==> src/logic/otw_pkg.sv <==
// package: constants and types of the one-time enabled watchdog
package otw_pkg;
  localparam logic [7:0] OTW_SERVICE_ADDR = 8'ha6;
  localparam logic [7:0] OTW_KEY_FIRST = 8'h1e;
  localparam logic [7:0] OTW_KEY_SECOND = 8'he1;
  localparam int OTW_CNT_WIDTH = 14;
  localparam logic [13:0] OTW_CNT_LIMIT = 14'h3fff;
  localparam logic [13:0] OTW_CNT_ZERO = 14'h0000;
  localparam int OTW_OSC_PER_MACHINE = 12;
  localparam int OTW_PULSE_OSC_PERIODS = 98;
  localparam int OTW_CLK_PERIOD_NS = 10;
  typedef enum logic [1:0] {
    OTW_KEY_IDLE = 2'b00,
    OTW_KEY_HALF = 2'b01
  } otw_key_t;
endpackage : otw_pkg

==> src/logic/otw_watchdog.sv <==
// one-time enabled watchdog with reset-out pulse
module otw_watchdog
  import otw_pkg::*;
#(
  parameter int CNT_WIDTH = OTW_CNT_WIDTH,
  parameter int OSC_PER_CLK = 1,
  parameter int PULSE_OSC = OTW_PULSE_OSC_PERIODS
) (
  input wire logic CORE_CLK_IN,        // oscillator clock, 100 MHz
  input wire logic RST_N_IN,           // synchronous reset, active low
  input wire logic SFR_WR_IN,          // special-function write strobe
  input wire logic [7:0] SFR_ADDR_IN,  // special-function address
  input wire logic [7:0] SFR_WDATA_IN, // special-function write data
  input wire logic IDLE_IN,            // processor in idle mode
  input wire logic POWER_DOWN_IN,      // processor in power-down
  input wire logic WAKE_INT_N_IN,      // level wake interrupt pin, low active
  input wire logic IDLE_HALT_SEL_IN,   // idle-halt option from aux control reg
  output logic ARMED_OUT,              // watchdog armed
  output logic RST_PIN_OUT,            // reset pin drive level, high = reset
  output logic RST_PIN_OE_OUT,         // reset pin output enable
  output logic DEV_RESET_OUT           // overflow reset request to the device
);
  // prescaler and pulse lengths in core clocks
  localparam int MACH_CLKS = OTW_OSC_PER_MACHINE / OSC_PER_CLK;
  localparam int PULSE_CLKS = (PULSE_OSC + OSC_PER_CLK - 1) / OSC_PER_CLK;
  localparam logic [3:0] MACH_LAST = 4'(MACH_CLKS - 1);
  localparam logic [7:0] PULSE_LAST = 8'(PULSE_CLKS - 1);
  localparam logic [CNT_WIDTH-1:0] CNT_TOP = CNT_WIDTH'(OTW_CNT_LIMIT);

  // refuse shapes that the narrow counters cannot hold
  initial begin
    if (CNT_WIDTH != OTW_CNT_WIDTH) begin
      $error("otw_watchdog: counter width must stay at fourteen bits");
    end
    if (OSC_PER_CLK < 1 || OTW_OSC_PER_MACHINE % OSC_PER_CLK != 0) begin
      $error("otw_watchdog: clocks per period must divide a machine cycle");
    end
    if (MACH_CLKS < 1 || MACH_CLKS > 16) begin
      $error("otw_watchdog: machine-cycle prescaler does not fit four bits");
    end
    if (PULSE_CLKS < 1 || PULSE_CLKS > 256) begin
      $error("otw_watchdog: reset pulse length does not fit eight bits");
    end
  end

  // all state in one word: arming, key progress, count, prescaler,
  // wake hold-off and the reset-out pulse
  typedef struct packed {
    logic armed;
    otw_key_t key;
    logic [CNT_WIDTH-1:0] cnt;
    logic [3:0] mach;
    logic wake_hold;
    logic pulse;
    logic [7:0] pulse_cnt;
    logic dev_rst;
  } otw_state_t;

  otw_state_t st_r;
  otw_state_t st_nxt;
  logic wake_n_sync;
  logic svc_wr;
  logic key_done;
  logic run;
  logic idle_freeze;
  logic pd_hold;

  // a write reaches the service register only at its own address
  function automatic logic svc_hit(input logic wr, input logic [7:0] addr);
    return wr && (addr == OTW_SERVICE_ADDR);
  endfunction : svc_hit

  // next step of the key sequence; a wrong byte drops back to the start
  function automatic otw_key_t key_step(input otw_key_t cur, input logic [7:0] data);
    otw_key_t nxt;
    nxt = OTW_KEY_IDLE;
    unique case (cur)
      OTW_KEY_IDLE: begin
        nxt = (data == OTW_KEY_FIRST) ? OTW_KEY_HALF : OTW_KEY_IDLE;
      end
      OTW_KEY_HALF: begin
        // a failing second byte is not taken as a new first byte
        nxt = OTW_KEY_IDLE;
      end
      default: begin
        nxt = OTW_KEY_IDLE;
      end
    endcase
    return nxt;
  endfunction : key_step

  // the pair is complete when the second byte follows the first
  function automatic logic key_complete(input otw_key_t cur, input logic [7:0] data);
    return (cur == OTW_KEY_HALF) && (data == OTW_KEY_SECOND);
  endfunction : key_complete

  // last prescaler clock of a machine cycle
  function automatic logic mach_end(input logic [3:0] mach);
    return mach == MACH_LAST;
  endfunction : mach_end

  // counter has reached its top value
  function automatic logic cnt_at_top(input logic [CNT_WIDTH-1:0] cnt);
    return cnt == CNT_TOP;
  endfunction : cnt_at_top

  // last clock of the reset-out pulse
  function automatic logic pulse_done(input logic [7:0] pcnt);
    return pcnt == PULSE_LAST;
  endfunction : pulse_done

  // the wake pin is asynchronous: two flops before any logic sees it
  otw_sync #(
    .RESET_VAL(1'b1)
  ) u_wake_sync (
    .clk_in(CORE_CLK_IN),
    .rst_n_in(RST_N_IN),
    .d_in(WAKE_INT_N_IN),
    .q_out(wake_n_sync)
  );

  always_comb begin
    st_nxt = st_r;
    svc_wr = svc_hit(SFR_WR_IN, SFR_ADDR_IN);
    key_done = svc_wr && key_complete(st_r.key, SFR_WDATA_IN);
    // key sequence: two consecutive writes to the service register
    if (svc_wr) begin
      st_nxt.key = key_step(st_r.key, SFR_WDATA_IN);
    end
    // arming is one-way; only overflow or reset clears it
    if (key_done) begin
      st_nxt.armed = 1'b1;
    end
    // after waking by interrupt the count stays off until the pin is high
    if (POWER_DOWN_IN) begin
      st_nxt.wake_hold = 1'b1;
    end else if (wake_n_sync) begin
      st_nxt.wake_hold = 1'b0;
    end
    // the oscillator is stopped in power-down, so the count simply holds
    pd_hold = POWER_DOWN_IN || st_r.wake_hold;
    // idle only freezes the count when the idle-halt option is set
    idle_freeze = IDLE_IN && IDLE_HALT_SEL_IN;
    run = st_r.armed && !pd_hold && !idle_freeze;
    st_nxt.dev_rst = 1'b0;
    // a service pair restarts both the count and the prescaler
    if (key_done && st_r.armed) begin
      st_nxt.cnt = OTW_CNT_ZERO;
      st_nxt.mach = 4'h0;
    end else if (run) begin
      if (mach_end(st_r.mach)) begin
        st_nxt.mach = 4'h0;
        // overflow disarms at once so the pulse cannot retrigger itself
        if (cnt_at_top(st_r.cnt)) begin
          st_nxt.pulse = 1'b1;
          st_nxt.pulse_cnt = 8'h00;
          st_nxt.dev_rst = 1'b1;
          st_nxt.armed = 1'b0;
          st_nxt.cnt = OTW_CNT_ZERO;
          st_nxt.key = OTW_KEY_IDLE;
        end else begin
          st_nxt.cnt = st_r.cnt + 1'b1;
        end
      end else begin
        st_nxt.mach = st_r.mach + 4'h1;
      end
    end
    // reset-out pulse on the pin, whole oscillator periods
    if (st_r.pulse) begin
      st_nxt.dev_rst = 1'b1;
      // the device reset request stays up for the whole pulse
      if (pulse_done(st_r.pulse_cnt)) begin
        st_nxt.pulse = 1'b0;
        st_nxt.dev_rst = 1'b0;
      end else begin
        st_nxt.pulse_cnt = st_r.pulse_cnt + 8'h01;
      end
    end
  end

  // one register for the whole state word
  always_ff @(posedge CORE_CLK_IN) begin
    if (!RST_N_IN) begin
      st_r <= '{
        armed: 1'b0,
        key: OTW_KEY_IDLE,
        cnt: OTW_CNT_ZERO,
        mach: 4'h0,
        wake_hold: 1'b0,
        pulse: 1'b0,
        pulse_cnt: 8'h00,
        dev_rst: 1'b0
      };
    end else begin
      st_r <= st_nxt;
    end
  end

  // every output is a bit of the state register
  assign ARMED_OUT = st_r.armed;
  assign RST_PIN_OUT = st_r.pulse;
  assign RST_PIN_OE_OUT = st_r.pulse;
  assign DEV_RESET_OUT = st_r.dev_rst;
endmodule : otw_watchdog

==> src/logic/otw_sync.sv <==
// two-flop synchroniser for a pin level
module otw_sync #(
  parameter logic RESET_VAL = 1'b0
) (
  input wire logic clk_in,    // core clock
  input wire logic rst_n_in,  // synchronous reset, active low
  input wire logic d_in,      // asynchronous level
  output logic q_out          // synchronised level
);
  typedef struct packed {
    logic s1;
    logic s2;
  } otw_sync_state_t;
  otw_sync_state_t st_r;
  otw_sync_state_t st_nxt;
  always_comb begin
    st_nxt.s1 = d_in;
    st_nxt.s2 = st_r.s1;
  end
  always_ff @(posedge clk_in) begin
    if (!rst_n_in) begin
      st_r <= '{s1: RESET_VAL, s2: RESET_VAL};
    end else begin
      st_r <= st_nxt;
    end
  end
  assign q_out = st_r.s2;
endmodule : otw_sync

==> config.mk <==
export PLATFORM = sky130hd
export DESIGN_NAME = otw_watchdog
export DESIGN_NICKNAME = d
export VERILOG_FILES = /design/src/logic/otw_pkg.sv /design/src/logic/otw_watchdog.sv /design/src/logic/otw_sync.sv
export SDC_FILE = /design/constraint.sdc
export NUM_CORES = 1
export LEC_CHECK = 0
export BUFFER_PORTS_ARGS = -buffer_cell sky130_fd_sc_hd__buf_4
export CORE_MARGIN = 4
export CORE_UTILIZATION = 55
export CTS_CLUSTER_SIZE = 30
export DETAILED_ROUTE_END_ITERATION = 12
export GPL_TIMING_DRIVEN = 0
export PLACE_DENSITY = 0.81
export SLEW_MARGIN = 25
export SYNTH_ARGS = -nofsm -noshare
export SYNTH_HDL_FRONTEND = slang
export SYNTH_SLANG_ARGS = --single-unit
==> constraint.sdc <==
create_clock -name CORE_CLK_IN -period 3.19 [get_ports CORE_CLK_IN]
set_input_delay 0.319 -clock CORE_CLK_IN [delete_from_list [all_inputs] [get_ports CORE_CLK_IN]]
set_output_delay 0.319 -clock CORE_CLK_IN [all_outputs]
set_load 0.01 [all_outputs]
Word level (Yosys, flattened, before mapping)

Cells that the tools add are included.

Mux-type cells: 20
Equality and inequality tests: 7
Reduce and logical (&&, ||, !) cells: 14
Add/subtract/negate cells: 3
Bitwise operators: 1

Operator list:

| kind                                                 | number |
|---|---|
| two-way mux 10 bit                                   | 5 |
| two-way mux 21 bit                                   | 1 |
| two-way mux 17 bit                                   | 1 |
| equality test 8 bit (second input constant)          | 2 |
| adder 14 x 1 -> 14 bit (second input constant)       | 1 |
| equality test 14 bit (second input constant)         | 1 |
| two-way mux 14 bit                                   | 1 |
| adder 8 x 1 -> 8 bit (second input constant)         | 1 |
| equality test 8 x 5 -> 1 bit (second input constant) | 1 |
| equality test 8 x 7 -> 1 bit (second input constant) | 1 |
| two-way mux 8 bit                                    | 1 |
| logical AND 1 bit                                    | 7 |
| two-way mux 1 bit                                    | 7 |
| two-way mux 3 bit                                    | 2 |
| adder 4 x 1 -> 4 bit (second input constant)         | 1 |
| equality test 4 bit (second input constant)          | 1 |
| two-way mux 4 bit                                    | 1 |
| equality test 2 x 1 -> 1 bit (second input constant) | 1 |
| zero test 1 bit                                      | 2 |
| zero test 2 bit                                      | 1 |
| two-way mux 2 bit                                    | 1 |
| AND reduction 2 bit                                  | 1 |
| nonzero test 2 bit                                   | 1 |
| OR reduction 2 bit                                   | 1 |
| 2 further kinds                                      | 2 |

Output and inout bits: 4
Word-level logic and storage cells: 55
Input bits: 23
Bits in registers: 34

Logic depth before layout (Yosys ltp)

Gate-level depths: netlist (run 1).

Depth in word-level cells: 8
Depth in mapped cells: 7
Mapped depth without buffers: 7

Cells and area by module

A second synthesis (run 1) with hierarchy kept.

Cell total of the unflattened synthesis: 208
Area total of the unflattened synthesis: 1816.7 µm²

Modules (own cells, without submodules):

| module       | cells each | times used | area an instance (µm²) |
|---|---|---|---|
| otw_watchdog | 204        | 1          | 1764.2 |
| otw_sync     | 4          | 1          | 52.6 |

Worst setup path after synthesis (run 1)

Ideal clock, no wire load.

Kind: register to register
Start point: register st_r (netlist bit ARMED_OUT)
End point: register st_r[21] (netlist bit)
Library setup time: 70 ps
Stages on the path, launching flop included: 6
Path buffers: 1
Data required time: 3120 ps
Arrival time: 1777 ps
Setup slack: 1343 ps
Path through: dfxtp_1 or3b_1 or4_1 clkbuf_2 or3_1 a21oi_1

Longest elaborated chain between the ends: 3
Elaborated cells between the ends (all ways): 5
Classes of those cells: reduce/logical: 5

Ends and longest elaborated chain:

| element                              | line                | text |
|---|---|---|
| start, declared                      | otw_watchdog.sv:59  | `otw_state_t st_r;` |
| start signal, assigned               | otw_watchdog.sv:184 | `st_r <= '{` |
| start signal, assigned               | otw_watchdog.sv:195 | `st_r <= st_nxt;` |
| logical AND 1 bit (2 in a row)       | otw_watchdog.sv:144 | `run = st_r.armed && !pd_hold && !idle_freeze;` |
| AND reduction 2 bit (no source line) | n/a                 |  |

Several ways; a longest one is shown, not always the timed one.
A chain may end at the register's enable or synchronous reset.

Final worst setup path (run 1)

Start point: register st_r[11] (netlist bit)
End point: register st_r[2] (netlist bit)

Longest elaborated chain between the ends: 6

Ends and longest elaborated chain:

| element               | line                | text |
|---|---|---|
| equality test 4 bit * | otw_watchdog.sv:99  | `return mach == MACH_LAST;` |
| two-way mux 10 bit *  | otw_watchdog.sv:151 | `if (mach_end(st_r.mach)) begin` |
| two-way mux 10 bit *  | otw_watchdog.sv:150 | `end else if (run) begin` |
| two-way mux 10 bit *  | otw_watchdog.sv:147 | `if (key_done && st_r.armed) begin` |
| two-way mux 8 bit     | otw_watchdog.sv:172 | `if (pulse_done(st_r.pulse_cnt)) begin` |
| two-way mux 10 bit *  | otw_watchdog.sv:169 | `if (st_r.pulse) begin` |

Mark *: on every way between the ends. The rest lies on a longest branch, timed or not.

==> run metrics, run 1 <==
Yosys cell types=41; num rows=19; Die Ht=63.2 µm; Tmin final=2.31 ns; Clock Tree Root=clkbuf_4; area leader, netlist=dfxtp_1; DP HPWL=2.82 mm; DRC Markers=0; P&R area growth vs syn=18.8%; quantity of gates resized following cts=0; Die W=63.2 µm; Worst-Margin Slew=a little over 0.8 ns; Ports=27; max cap viols=0; final std cells w/o fill=270; grt met3 use=0.0675; critical path class=reg2reg; combinational power share=0.049; met2 Use GR=0.321; Fin. Hold Viols=0; switch share=0.198; CTS max path bufs=2; Syn Inst Count=206; critical path's largest stage delay=around 0.6 ns; wire per inst=13.8 µm; number of post-CTS setup repair buffers=0; R2R setup slack=between 0.8 and 0.9 ns; grt met1 use=0.252; largest net degree at the start of global routing=11; area of the core=approximately 2800 µm²; setup violators final=0; crit path max fanout=10; syn_area_per_cell=8.14 µm²; Fin Clk Skew=0.00828 ns; LEAKAGE=0.719 nW; worst path cell trace=ha_1 > nand3b_1 > nor3_1 > o311ai_1 > buf_2 > a31oi_1 > nor2_1; worst endpoint required time=3.41 ns; final worst path period share=0.725; Ant. Diodes=0; DR vias=1605; number of iterations in the first detailed-routing pass=5; grt total ovfl=0; Synth Warn #=0; fin nets=266; status=completed; register area share after synthesis=0.406; vias in the first global route=1506; initial antenna violation count=0; worst IR drop on VDD=0.257 mV; Detail Route Antenna Nets=0; drt first-iter violations=66; crit end category=flip-flop; clk sinks=34; post-synthesis cell area=1680 µm²; Most Crowded Layer GR=met2; synth top area cells=dfxtp_1, nand3_1, nor2_1; Hold WC Path Type=in2reg; final-report max-slew violation count=0; DR vias/cell=5.94; Worst-Skew Late Latency=about 0.34 ns; total clock buffers created by CTS=5; I/O Buffers=26; fmax=approximately 430 MHz; slowest cell on the critical path=nor3_1; Fillers=247; RSZ-0062 raised after global routing=false; final WL=3.72 mm; startpoint type of the worst setup path=flip-flop; flip-flop and latch count after synthesis=34; global-route wire length before repair=6.47 mm; Overall Power=0.786 mW; P_sw=approximately 0.16 mW; die area=between 3000 and 4000 µm²; H-tree depth=2; area post-placement=1910 µm²; sequential cell fraction of total power=0.543; syn_nets=233; CTS tree=yes; internal power=0.631 mW; RD Place Congestion=roughly 0.84; Synth top area share=0.406; setup TNS=0 ns; post-route cell area=1990 µm²; Worst slew margin=0.443; Inst Count DP=263; clock group share of total power=0.408; CTS Hold Buffers Added=0; layout cell share with drive strength beyond 1=0.176; Worst Path Arrival=2.53 ns; Initial Util=0.593; clock-pin slew of the registers on the worst-case setup and hold paths=0.10 ns; gr usage total=0.202; final core utilization=0.705; PwrDens=394 nW/µm²
## metal layers
layer / up-vias / part of all wire
met1: 746 / 0.45
met5: - / 0
met3: 4 / 0.074
met2: 54 / 0.46
met4: 0 / 0.015
li1: 801 / -
## area by class of cell
| cell class | count | area [µm²] | share of cell area |
|---|---|---|---|
| Sequential cell | 34 | 681 | 0.341 |
| Buffer | 5 | 25.0 | 0.0126 |
| Timing Repair Buffer | 26 | 195 | 0.0979 |
| Multi-Input combinational cell | 159 | 942 | 0.473 |
| Clock inverter | 1 | 30.0 | 0.0151 |
| Tap cell | 31 | 38.8 | 0.0195 |
| Inverter | 8 | 30.0 | 0.0151 |
| Clock buffer | 6 | 51.3 | 0.0257 |
## synthesized netlist by cell type
| master | count |
|---|---|
| a21oi_1 | 14 |
| a22oi_1 | 1 |
| a31oi_1 | 4 |
| a41o_1 | 1 |
| and2_1 | 1 |
| and3_1 | 4 |
| and3b_1 | 1 |
| buf_2 | 1 |
| buf_4 | 1 |
| clkbuf_1 | 2 |
| clkbuf_2 | 1 |
| dfxtp_1 | 34 |
| ha_1 | 4 |
| inv_1 | 8 |
| mux2i_1 | 2 |
| nand2_1 | 20 |
| nand2b_1 | 3 |
| nand3_1 | 19 |
| nand3b_1 | 3 |
| nand4_1 | 7 |
| nor2_1 | 23 |
| nor3_1 | 10 |
| nor3b_1 | 1 |
| nor3b_2 | 1 |
| nor4_1 | 4 |
| nor4b_1 | 1 |
| nor4bb_1 | 2 |
| o211ai_1 | 1 |
| o21a_1 | 2 |
| o21ai_0 | 4 |
| o311ai_1 | 1 |
| o41ai_1 | 1 |
| o41ai_2 | 1 |
| or2_1 | 1 |
| or2_2 | 4 |
| or3_1 | 4 |
| or3b_1 | 1 |
| or4_1 | 2 |
| or4b_1 | 1 |
| xnor2_1 | 6 |
| xor2_1 | 4 |
## cells by family (layout without fill, tap and decap cells)
kind of cell | count (synthesis) | count (layout) | synth area share
adder cells (fa/ha/maj) | 4 | 4 | 0.0298
AND/OR/NAND/NOR | 113 | 113 | 0.355
multiplexers | 2 | 2 | 0.0119
XOR/XNOR | 10 | 10 | 0.0522
flip-flops | 34 | 34 | 0.406
AO/OA/AOI/OAI | 30 | 30 | 0.113
buffers and inverters | 13 | 46 | 0.0328
## metrics by stage
stage / hold slack (ns) / worst slack (ns)
6_report: 0.177 / 0.876
3_3_place_gp: 0.389 / 0.994
2_1_floorplan: 0.386 / 1.34
4_1_cts: 0.164 / 0.923
3_5_place_dp: 0.397 / 0.972
5_1_grt: 0.158 / 0.700
## path summary, 6_finish.rpt
kind,cells after the start,start,to
setup reg to reg,7,st_r[11],st_r[2]
hold reg to reg,1,u_wake_sync.st_nxt[0],u_wake_sync.q_out
setup / recovery,7,st_r[11],st_r[2]
hold / removal,2,WAKE_INT_N_IN,u_wake_sync.st_nxt[0]
## critical path, delay by kind of cell (launching register included)
| kind | cells | cell delay, ns |
|---|---|---|
| flops | 1 | 0.41 |
| simple gates | 3 | 0.82 |
| buf+inv | 1 | 0.26 |
| fa+ha+maj | 1 | 0.21 |
| compound gates | 2 | 0.50 |
## sequential cells by signal, indices dropped and copies added (netlist names)
name and count:
ARMED_OUT 1, DEV_RESET_OUT 1, RST_PIN_OE_OUT 1, st_r 29
u_wake_sync.q_out 1, u_wake_sync.st_nxt 1
## placed cells by master, fill, tap and decap left out, types with 5 or more instances in the layout
cell type	instances
dfxtp_1	34
buf_4	27
nor2_1	23
nand2_1	20
nand3_1	19
a21oi_1	14
nor3_1	10
inv_1	8
nand4_1	7
xnor2_1	6
clkbuf_4	5
## power groups by stage
| stage | clock (mW) | combinational [mW] | sequential [mW] |
|---|---|---|---|
| finish | 0.321 | 0.0385 | 0.427 |
| global route | 0.350 | 0.0421 | 0.427 |
| CTS | 0.330 | 0.0384 | 0.427 |
| detailed placement | 0 | 0.0383 | 0.437 |
| global placement | 0 | 0.0364 | 0.437 |
| floorplan | 0 | 0.0119 | 0.437 |
Note: power is estimated with default switching activity, not from simulation.
==> inputs of run 2 (changes only) <==
clock period = 2.3 ns   (was 3.19 ns; I/O delays follow)
==> run 2 against run 1 <==
Effect of this change: worst hold slack lost 0.090 ns; count of clock-buffer cells in the layout did not move; wire length down 0.92%; critical path depth down 3; final cell count did not move; die area stayed put; register-to-register slack worse by 0.66 ns; highest routed layer unchanged.
==> run metrics, run 2 (same netlist as run 1, synthesis figures left out) <==
Die Ht=63.2 µm (unchanged); RD Place Congestion=0.843 (unchanged); largest net degree at the start of global routing=11 (unchanged); Worst-Margin Slew=0.505 ns (was 0.828 ns); Worst-Skew Late Latency=0.34 ns (about the same); Die W=63.2 µm (unchanged); wire per inst=13.6 µm (was 13.8 µm); Hold WC Path Type=in2reg (unchanged); most common cell after layout, fill and taps aside=dfxtp_1 (unchanged); worst IR drop on VDD=0.360 mV (was 0.257 mV); Inst Count DP=263 (unchanged); FF+latch area=681 µm² (unchanged); final-report max-slew violation count=0 (unchanged); area of the multi-input gates=953 µm² (was 942 µm²); reg2reg start=st_r[30] (was st_r[11]); Fillers=248 (was 247); Overall Power=1.09 mW (was 0.786 mW); DR vias/cell=5.91 (was 5.94); Worst Path Arrival=2.29 ns (was 2.53 ns); initial antenna violation count=0 (unchanged); P&R area growth vs syn=19.5% (was 18.8%); Hold Crit Start=WAKE_INT_N_IN (unchanged); drt first-iter violations=100 (was 66); final worst path period share=0.907 (was 0.725); total clock buffers created by CTS=5 (unchanged); fmax=480 MHz (was 432 MHz); H-tree depth=2 (unchanged); startpoint type of the worst setup path=flip-flop (unchanged); clk sinks=34 (unchanged); Worst slew margin=0.660 (was 0.443); layout cell share with drive strength beyond 1=0.184 (was 0.176); die area=4000 µm² (unchanged); PwrDens=545 nW/µm² (was 394 nW/µm²); final std cells w/o fill=270 (unchanged); Detail Route Antenna Nets=0 (unchanged); status=completed (unchanged); area of the core=2830 µm² (unchanged); DR vias=1595 (was 1605); setup violators final=0 (unchanged); commonest non-fill, non-tap cells in the layout=dfxtp_1, buf_4, nor2_1 (unchanged); max cap viols=0 (unchanged); Ports=27 (unchanged); global-route wire length before repair=6.47 mm (unchanged); Fin. Hold Viols=0 (unchanged); crit path max fanout=10 (unchanged); clock-pin slew of the registers on the worst-case setup and hold paths=0.10 ns (about the same); vias in the first global route=1506 (unchanged); grt total ovfl=0 (unchanged); number of post-CTS setup repair buffers=0 (unchanged); Initial Util=0.593 (unchanged); crit path from=st_r[30] (was st_r[11]); CTS tree=yes (unchanged); final WL=3.68 mm (was 3.72 mm); CTS max path bufs=2 (unchanged); RSZ-0062 raised after global routing=false (unchanged); max FFs per register=29 (unchanged); I/O Buffers=26 (unchanged); gr usage total=0.202 (unchanged); Clock Tree Root=clkbuf_4 (unchanged); fin nets=266 (unchanged); LEAKAGE=0.719 nW (about the same); Fin Clk Skew=0.00884 ns (was 0.00828 ns); Hold WS=0.0873 ns (was 0.177 ns); DP HPWL=2.82 mm (unchanged); DRC Markers=0 (unchanged); Tmin final=2.09 ns (was 2.31 ns); Ant. Diodes=0 (unchanged); crit end category=flip-flop (unchanged); worst endpoint required time=2.51 ns (was 3.41 ns); number of iterations in the first detailed-routing pass=4 (was 5); setup TNS=0 ns (unchanged); Reg with most FFs=st_r (unchanged); num rows=19 (unchanged); critical path class=reg2reg (unchanged)
-- run 2: area by class of cell --
cell class | instances | area share
clock inverters | 1 | 0.0150
clock buffers | 6 | 0.0256
inverters | 8 | 0.0150
well taps | 31 | 0.0194
plain buffers | 5 | 0.0125
repair buffers | 26 | 0.0974
multi-input cells | 159 | 0.476
flip-flops and latches | 34 | 0.340
-- run 2: worst paths after layout --
kind                            slack (ns)               endpoint  cells after the start
worst max-delay path                  0.21               st_r[27]                      4
worst min-delay path                  0.09  u_wake_sync.st_nxt[0]                      2
worst max register to register        0.21               st_r[27]                      4
worst min register to register        0.42      u_wake_sync.q_out                      1
-- run 2: metrics by stage --
step / utilization / area (µm²) / worst slack [ns]
4_1_cts: 0.705 / 1990 / 0.0331
2_1_floorplan: - / 1680 / 0.453
3_5_place_dp: 0.676 / 1910 / 0.0913
3_3_place_gp: 0.676 / 1910 / 0.161
6_report: 0.709 / 2000 / 0.215
5_1_grt: 0.709 / 2000 / 0.0235
-- run 2: where the power goes --
group	switching [mW]	leakage (nW)	total [mW]	internal, mW
combinational	0.0225	0.400	0.0532	0.0307
sequential	0.00109	0.274	0.592	0.591
clock	0.194	0.0443	0.446	0.253
-- run 2: worst max-delay path, stage by stage, from the launching register on --
cell and delay [ns]:
dfxtp_1 0.33, or4b_1 0.58, o41ai_2 0.49, clkbuf_1 0.45, nor2_1 0.10
-- run 2: what timing repair did --
action,CTS,global route
resized for setup,0,2
hold buffers,0,0
endpoints found under the setup margin,0,10
-- run 2: metal layers --
metal / part of all wire / track usage / routed length [µm] / up-vias
li1: - / - / - / 801
met1: 0.46 / 0.252 / 1680 / 735
met2: 0.45 / 0.321 / 1670 / 55
met3: 0.076 / 0.0675 / 278 / 4
met4: 0.015 / 0.0755 / 54 / 0
met5: 0 / 0 / 0 / -
